**config.mk**
```make
export PLATFORM = sky130hd
export DESIGN_NAME = acc_comparator_control
export DESIGN_NICKNAME = d
export VERILOG_FILES = /design/src/acc_pkg.sv /design/src/acc_sync.sv /design/src/acc_comparator_control.sv
export SDC_FILE = /design/constraint.sdc
export NUM_CORES = 1
export LEC_CHECK = 0
export ABC_AREA = 1
export BUFFER_PORTS_ARGS = -buffer_cell sky130_fd_sc_hd__buf_2
export CORE_MARGIN = 2
export CORE_UTILIZATION = 46
export CTS_BUF_LIST = sky130_fd_sc_hd__clkbuf_16
export DETAILED_ROUTE_END_ITERATION = 8
export MAX_ROUTING_LAYER = met4
export PLACE_DENSITY = 0.85
export SYNTH_ARGS = -nofsm -noshare
export SYNTH_HDL_FRONTEND = slang
export SYNTH_SLANG_ARGS = --single-unit
```
**constraint.sdc**
```tcl
create_clock -name i_clock -period 1.3 [get_ports i_clock]
set_input_delay 0.195 -clock i_clock [delete_from_list [all_inputs] [get_ports i_clock]]
set_output_delay 0.195 -clock i_clock [all_outputs]
set_load 0.02 [all_outputs]
```
**src/acc_pkg.sv**
```systemverilog
// Package for the analog comparator control block.
// Assumes an 8-bit register port with data-space and I/O-space addresses.
package acc_pkg;
    // ========================================
    // Register addresses
    localparam logic [7:0] ACC_CSR_ADDR = 8'h50;
    localparam logic [7:0] ACC_IO_OFFSET = 8'h20;
    localparam logic [7:0] ACC_CSR_IO_ADDR = 8'h30;
    localparam logic [7:0] ACC_CTRLB_ADDR = 8'h7B;
    // ========================================
    // Control/status register fields
    localparam int ACC_POWER_OFF_BIT = 7;
    localparam int ACC_BANDGAP_BIT = 6;
    localparam int ACC_RESULT_BIT = 5;
    localparam int ACC_FLAG_BIT = 4;
    localparam int ACC_IRQ_EN_BIT = 3;
    localparam int ACC_CAPTURE_BIT = 2;
    localparam int ACC_MODE_HI_BIT = 1;
    localparam int ACC_MODE_LO_BIT = 0;
    localparam logic [7:0] ACC_CSR_RESET = 8'h00;
    // ========================================
    // Converter control B fields
    localparam int ACC_MUX_EN_BIT = 6;
    localparam int ACC_TRIG_HI_BIT = 2;
    localparam logic [7:0] ACC_CTRLB_RESET = 8'h00;
    localparam logic [7:0] ACC_CTRLB_MASK = 8'h47;
    // ========================================
    // Enumerations
    typedef enum logic [1:0]
    {
        ACC_MODE_TOGGLE = 2'h0,
        ACC_MODE_RESERVED = 2'h1,
        ACC_MODE_FALL = 2'h2,
        ACC_MODE_RISE = 2'h3
    } acc_mode_t;
    typedef enum logic [2:0]
    {
        ACC_TRIG_FREE = 3'h0,
        ACC_TRIG_COMP = 3'h1,
        ACC_TRIG_EXT0 = 3'h2,
        ACC_TRIG_T0CA = 3'h3,
        ACC_TRIG_T0OV = 3'h4,
        ACC_TRIG_T1CB = 3'h5,
        ACC_TRIG_T1OV = 3'h6,
        ACC_TRIG_T1CAP = 3'h7
    } acc_trig_t;
endpackage

```
**src/acc_sync.sv**
```systemverilog
// Two-stage synchroniser for a level from outside the clock domain.
// Assumes a single clock and synchronous active-high reset.
module acc_sync
    import acc_pkg::*;
#(
    parameter int WIDTH = 1
)
(
    input wire logic i_clock,
    input wire logic i_srst,
    input wire logic [WIDTH-1:0] i_async,
    output logic [WIDTH-1:0] o_sync
);
    logic [WIDTH-1:0] meta_q;

    always_ff @(posedge i_clock)
    begin
        if (i_srst)
        begin
            meta_q <= '0;
            o_sync <= '0;
        end
        else
        begin
            meta_q <= i_async;
            o_sync <= meta_q;
        end
    end
endmodule // acc_sync

```
**src/acc_comparator_control.sv**
```systemverilog
// Digital control around an on-chip voltage comparator and trigger select.
// Assumes the analog comparator and mux sit outside; raw result arrives
// asynchronously, event flags on this clock, register port is a simple 8-bit strobe bus.
//
// Behaviour
// - Result high when positive exceeds negative
// - Mux enabled, converter off: channel selects negative
// - Otherwise negative pin feeds negative input
// - Trigger field acts only with auto-trigger
// - Rising edge of selected flag starts conversion
// - Switching to free running gives no trigger
// - Trigger source encoding per field value
// - Power-off bit in bit 7 disables comparator
// - Bandgap select replaces positive pin
// - Result synchronised, one to two cycles
// - Flag set on event chosen by mode
// - Flag cleared by vector or writing one
// - Request needs local and global enable
// - Synchronised result routed to timer capture
// - Control register at 0x50 and I/O 0x30
// - Mode: toggle, reserved, falling, rising
// - Bit 2 enables capture connection
module acc_comparator_control
    import acc_pkg::*;
(
    input wire logic i_clock,
    input wire logic i_srst,
    input wire logic [7:0] i_addr,
    input wire logic i_io_space,
    input wire logic i_wr,
    input wire logic i_rd,
    input wire logic [7:0] i_wdata,
    output logic [7:0] o_rdata,
    input wire logic i_compare_raw,
    input wire logic i_converter_enable,
    input wire logic i_converter_auto_trigger_enable,
    input wire logic [2:0] i_channel_select_low,
    input wire logic i_global_irq_enable,
    input wire logic i_irq_vector_taken,
    input wire logic [7:0] i_trigger_flags,
    output logic o_comparator_power_off,
    output logic o_bandgap_positive_select,
    output logic o_negative_from_mux,
    output logic [2:0] o_negative_channel,
    output logic o_irq,
    output logic o_capture_trigger,
    output logic o_conversion_start
);
    // ========================================
    // Register decode
    logic [7:0] csr_q;
    logic [7:0] csr_d;
    logic [7:0] ctrlb_q;
    logic flag_q;
    logic result_sync;
    logic prev_q;
    logic trig_prev_q;
    logic [2:0] arm_q;

    // Both address spaces reach the control register
    wire logic csr_data_hit = !i_io_space && (i_addr == ACC_CSR_ADDR);
    wire logic csr_io_hit = i_io_space && (i_addr == ACC_CSR_IO_ADDR);
    wire logic csr_hit = csr_data_hit || csr_io_hit;
    wire logic ctrlb_hit = !i_io_space && (i_addr == ACC_CTRLB_ADDR);
    wire logic csr_wr = i_wr && csr_hit;
    wire logic ctrlb_wr = i_wr && ctrlb_hit;

    wire logic power_off = csr_q[ACC_POWER_OFF_BIT];
    wire acc_mode_t mode = acc_mode_t'(csr_q[ACC_MODE_HI_BIT:0]);
    wire logic mux_en = ctrlb_q[ACC_MUX_EN_BIT];
    wire acc_trig_t trig_sel = acc_trig_t'(ctrlb_q[ACC_TRIG_HI_BIT:0]);

    // ========================================
    // Result synchroniser, result only valid while powered
    acc_sync #(
        .WIDTH(1)
    ) u_result_sync (
        .i_clock(i_clock),
        .i_srst(i_srst),
        .i_async(i_compare_raw),
        .o_sync(result_sync)
    );

    // Trigger flags come from other logic on this clock: no synchroniser
    // ========================================
    // Edge detection; sample frozen while powered off
    wire logic rise = result_sync && !prev_q;
    wire logic fall = !result_sync && prev_q;
    wire logic edge_live = !power_off;
    // Sync stages and sample start at zero; no events until they hold data
    wire logic armed = arm_q[2];
    logic event_hit;

    always_comb
    begin
        event_hit = 1'b0;
        unique case (mode)
            ACC_MODE_TOGGLE: event_hit = rise || fall;
            ACC_MODE_RESERVED: event_hit = 1'b0;
            ACC_MODE_FALL: event_hit = fall;
            ACC_MODE_RISE: event_hit = rise;
        endcase
    end

    wire logic flag_set = edge_live && armed && event_hit;
    // Set wins over either clear path
    wire logic flag_clr = i_irq_vector_taken
        || (csr_wr && i_wdata[ACC_FLAG_BIT]);
    wire logic flag_d = flag_set || (flag_q && !flag_clr);

    always_ff @(posedge i_clock)
    begin
        if (i_srst)
        begin
            prev_q <= 1'b0;
            flag_q <= 1'b0;
        end
        else
        begin
            if (edge_live)
                prev_q <= result_sync;
            flag_q <= flag_d;
        end
    end

    always_ff @(posedge i_clock)
    begin
        if (i_srst)
        begin
            arm_q <= 3'h0;
        end
        else
        begin
            arm_q <= {arm_q[1:0], 1'b1};
        end
    end

    // ========================================
    // Register writes; flag and result bits are not stored here
    always_comb
    begin
        csr_d = csr_q;
        if (csr_wr)
        begin
            csr_d = i_wdata;
        end
        csr_d[ACC_RESULT_BIT] = 1'b0;
        csr_d[ACC_FLAG_BIT] = 1'b0;
    end

    always_ff @(posedge i_clock)
    begin
        if (i_srst)
        begin
            csr_q <= ACC_CSR_RESET;
        end
        else
        begin
            csr_q <= csr_d;
        end
    end

    always_ff @(posedge i_clock)
    begin
        if (i_srst)
        begin
            ctrlb_q <= ACC_CTRLB_RESET;
        end
        else if (ctrlb_wr)
        begin
            ctrlb_q <= i_wdata & ACC_CTRLB_MASK;
        end
    end

    // ========================================
    // Read data, registered
    logic [7:0] csr_view;

    always_comb
    begin
        csr_view = csr_q;
        csr_view[ACC_RESULT_BIT] = result_sync;
        csr_view[ACC_FLAG_BIT] = flag_q;
    end

    wire logic [7:0] rdata_d = !i_rd ? 8'h00
        : csr_hit ? csr_view
        : ctrlb_hit ? ctrlb_q
        : 8'h00;

    // ========================================
    // Auto-trigger selection
    wire logic sel_flag = trig_sel == ACC_TRIG_COMP ? flag_d
        : i_trigger_flags[trig_sel];
    // Free running has no edge source, so switching to it fires nothing
    wire logic trig_level = (trig_sel != ACC_TRIG_FREE) && sel_flag;
    // Selection switch onto a set flag looks like an edge
    wire logic trig_edge = trig_level && !trig_prev_q;
    wire logic start_d = i_converter_auto_trigger_enable
        && i_converter_enable && trig_edge;

    // ========================================
    // Negative input selection, interrupt request and capture
    wire logic neg_mux_d = mux_en && !i_converter_enable;
    wire logic [2:0] neg_chan_d = neg_mux_d ? i_channel_select_low : 3'h0;
    wire logic irq_d = flag_d && csr_d[ACC_IRQ_EN_BIT]
        && i_global_irq_enable;
    wire logic capture_d = csr_d[ACC_CAPTURE_BIT]
        && result_sync && edge_live;

    // ========================================
    // Registered outputs, one short process each
    always_ff @(posedge i_clock)
    begin
        if (i_srst)
        begin
            o_rdata <= 8'h00;
        end
        else
        begin
            o_rdata <= rdata_d;
        end
    end

    always_ff @(posedge i_clock)
    begin
        if (i_srst)
        begin
            trig_prev_q <= 1'b0;
        end
        else
        begin
            trig_prev_q <= trig_level;
        end
    end

    always_ff @(posedge i_clock)
    begin
        if (i_srst)
        begin
            o_conversion_start <= 1'b0;
        end
        else
        begin
            o_conversion_start <= start_d;
        end
    end

    always_ff @(posedge i_clock)
    begin
        if (i_srst)
        begin
            o_negative_from_mux <= 1'b0;
        end
        else
        begin
            o_negative_from_mux <= neg_mux_d;
        end
    end

    always_ff @(posedge i_clock)
    begin
        if (i_srst)
        begin
            o_negative_channel <= 3'h0;
        end
        else
        begin
            o_negative_channel <= neg_chan_d;
        end
    end

    always_ff @(posedge i_clock)
    begin
        if (i_srst)
        begin
            o_irq <= 1'b0;
        end
        else
        begin
            o_irq <= irq_d;
        end
    end

    always_ff @(posedge i_clock)
    begin
        if (i_srst)
        begin
            o_capture_trigger <= 1'b0;
        end
        else
        begin
            o_capture_trigger <= capture_d;
        end
    end

    always_ff @(posedge i_clock)
    begin
        if (i_srst)
        begin
            o_comparator_power_off <= 1'b0;
        end
        else
        begin
            o_comparator_power_off <= csr_d[ACC_POWER_OFF_BIT];
        end
    end

    always_ff @(posedge i_clock)
    begin
        if (i_srst)
        begin
            o_bandgap_positive_select <= 1'b0;
        end
        else
        begin
            o_bandgap_positive_select <= csr_d[ACC_BANDGAP_BIT];
        end
    end
endmodule // acc_comparator_control

```
==> flow_summary_export.csv <==
group,metric,value,unit
outcome,status,"complete, no violations",
floorplanning,die_w,56.6,µm
sta,finalSetupViolCount,0,
sta,clock_skew,0.00303,ns
final_layout,seq_area,663,µm²
global_routing,grt_pass1_wl,4.75,mm
clock_tree,clkTransAtPathRegs,0.05,ns
synth,synth_top_cell_by_area,"dfxtp_1",
route,num_vias,1233,
pwr,ir_drop,1610,µV
sta,fmax,821,MHz
worst_setup_path,critPathMaxFanout,3,
worst_setup_path,required,1.47,ns
synth,synthTopCellsByArea,"dfxtp_1 52%, inv_1 9.4%, nor2_1 7.7%, nand2_1 5.0%, nand3_1 4.3%",
worst_setup_path,worstReg2RegStart,"u_result_sync.o_sync$_SDFF_PP0_",
worst_setup_path,reg2reg_to,"o_conversion_start$_SDFF_PP0_",
clock_tree,cts_max_level,2,
floorplanning,start_util,0.473,
synth,synth.distinct_cells,24,
route,drc_errors,0,
sta,tightest_slew,0.284,ns
sta,slew_violations,0,
floorplanning,row_count,19,
floorplanning,core,2690,µm²
route,initialDrtViolationCount,38,
sta,tns,0,ns
clock_tree,cts_tree,"done",
sta,min_period_over_period,0.937,
placed_design,gp_congestion,0.799,
synth,ys_async_sr_fraction,0,
final_layout,fillers,248,
final_layout,final_cells,256,
min_path,whs_endpoint,"o_negative_from_mux$_SDFF_PP0_",
floorplanning,io-pin-count,54,
global_routing,grt_pass1_vias,1134,
synth,ys.flop_type,"dfxtp_1",
clock_tree,cts_max_path_buffers,2,
clock_tree,clkSinkCount,33,
worst_setup_path,r2r_setup_slack,0.08,ns
route,wl_per_cell,10.8,µm
global_routing,grt_overflow_total,0,
clock_tree,root_buffer,"clkbuf_16",
global_routing,grt_usage,0.199,
route,first_pass_iters,4,
synth,yosys_warnings,0,
run,maxCapViolations,0,
final_layout,n_antenna_cell,0,
sta,maxSlewHeadroom,0.809,
synth,yosysSeqAreaShare,0.520,
route,drtAntennaViolNets,0,
worst_setup_path,start_kind,"flip-flop",
synth,netlist_instances,161,
synth,ys_seq_elements,33,
min_path,whs_path_depth,2,
global_routing,antenna_found_initial,0,
final_layout,nets,263,
worst_setup_path,cp.arrival,1.39,ns
final_layout,drive_gt1_frac,0.347,
min_path,hp-class,"input pin to flip-flop",
worst_setup_path,critical_path_class,"flip-flop to flip-flop",
final_layout,multiInputGateArea,490,µm²
sta,fin_crit,1.22,ns
placed_design,place_hpwl,2.04,mm
synth,netlist.area_leader.share,0.520,
clock_tree,clkLatencyLatePin,0.28,ns
placed_design,io_buffers,50,
min_path,min-delay-start,"i_converter_enable",
floorplanning,die_y,56.6,µm
placed_design,placed_cells,247,
synth,syn_nets,200,
synth,synthesis.area,1270,µm²
clock_tree,numCtsBuffers,5,
final_layout,area_delta_synth_final,40.7,%
pwr,power,2440,µW
synth,avgSynthCellArea,7.90,µm²
floorplanning,die_area,3200,µm²
worst_setup_path,worstRegToRegCells,8,
route,drt-vias-per-instance,4.82,
pwr,power.leakage,0.000862,µW
worst_setup_path,worst_setup_path_end_kind,"flip-flop",
sta,hold_violations,0,
synth,synth_edf_count,0,
pwr,powerDensity,1360,nW/µm²
route,wl,2.78,mm
global_routing,grt_max_degree,11,
[cells in the mapped netlist (2+ instances only)]
| master | count |
|---|---|
| nand4_1 | 4 |
| nand3_1 | 11 |
| inv_1 | 32 |
| o22ai_1 | 3 |
| ha_1 | 2 |
| dfxtp_1 | 33 |
| nor2_1 | 26 |
| a211oi_1 | 4 |
| o21ai_0 | 6 |
| nor3_1 | 3 |
| a21oi_1 | 7 |
| nand2_1 | 17 |
| nand2_2 | 2 |
[worst max-delay path, stage by stage (launching register included)]
cell and delay [ns]:
dfxtp_2 0.33, buf_4 0.13, ha_2 0.17, nand2_1 0.06, nand3_1 0.07, nand4_1 0.09
nand3_1 0.12, nand2_1 0.11, nor2_1 0.05
[per-stage QoR]
stage	cell area, µm²	worst slack (ns)	hold slack, ns	utilization
after floorplan	1270	0.106	0.273	-
after global placement	1600	0.0333	0.390	0.595
after detailed placement	1600	-0.0514	0.393	0.595
after CTS	1760	0.00527	0.111	0.656
after global routing	1790	-0.00299	0.132	0.666
final	1790	0.0817	0.117	0.666
[timing repair]
| item | CTS | global route |
|---|---|---|
| buffers inserted | 0 | 1 |
| endpoints found under the setup margin | 4 | 4 |
| gates resized for setup | 1 | 7 |
| pin swaps | 2 | 6 |
| hold buffers | 0 | 0 |
[final cells by class]
cell class	count	area share
Clock buffer	5	0.0699
Clock inverter	3	0.0210
Inverter	33	0.0692
Multi-Input combinational cell	93	0.274
Sequential cell	33	0.371
Tap cell	31	0.0217
Timing Repair Buffer	58	0.173
[sequential cells by signal (all words and copies together) (netlist names), 3 cells and up]
register	flops
o_rdata	8
csr_q	6
ctrlb_q	4
arm_q	3
o_negative_channel	3
[cell usage in the layout, fill, tap and decap left out]
cell type and n:
buf_2 50, inv_1 32, dfxtp_1 31, nor2_1 26, nand2_1 17, nand3_1 11
buf_4 8, a21oi_1 7, o21ai_0 5, clkbuf_16 5, nand4_1 4, a211oi_1 4
nor3_1 3, o22ai_1 3, inv_2 2, nand2_2 2, dfxtp_2 2, nor2_2 1
o21ai_1 1, a21boi_2 1, nand3_2 1, o31ai_1 1, nand3b_1 1, o21ai_2 1
or2_2 1, nor3_2 1, ha_4 1, ha_2 1, bufinv_16 1, clkinv_1 1
[cell families (layout without fill, tap and decap cells)]
group                    Yosys count  after routing  share of synthesized area
flip-flops                        33             33                      0.520
AO/OA/AOI/OAI                     23             23                      0.108
AND/OR/NAND/NOR                   68             68                      0.243
adder cells (fa/ha/maj)            2              2                     0.0197
buffers and inverters             35             99                      0.109
[layer usage]
metal  GRT usage  part of all wire  vias to the layer above
met5           -                 0                        -
met4      0.0612             0.014                        0
met3      0.0760             0.060                        4
met2       0.316              0.48                       39
met1       0.234              0.45                      556
li1            -                 -                      634
[report_power, final]
group	internal [µW]	total [µW]	switching (µW)
sequential	1020	1030	4.05
clock	888	1290	405
combinational	60.2	120	60.0
total	1970	2440	469
[worst max-delay path by stage]
stage,from,to,slack (ns),cells after the start
after floorplan,u_result_sync.o_sync$_SDFF_PP0_,o_irq$_SDFF_PP0_,0.11,6
after global placement,u_result_sync.o_sync$_SDFF_PP0_,o_conversion_start$_SDFF_PP0_,0.03,7
after detailed placement,u_result_sync.o_sync$_SDFF_PP0_,o_conversion_start$_SDFF_PP0_,-0.05,7
after CTS,u_result_sync.o_sync$_SDFF_PP0_,o_irq$_SDFF_PP0_,0.005,6
after global routing,u_result_sync.o_sync$_SDFF_PP0_,o_conversion_start$_SDFF_PP0_,-0.003,7
final,u_result_sync.o_sync$_SDFF_PP0_,o_conversion_start$_SDFF_PP0_,0.08,8
No activity file was read; power rests on OpenSTA's default activity.
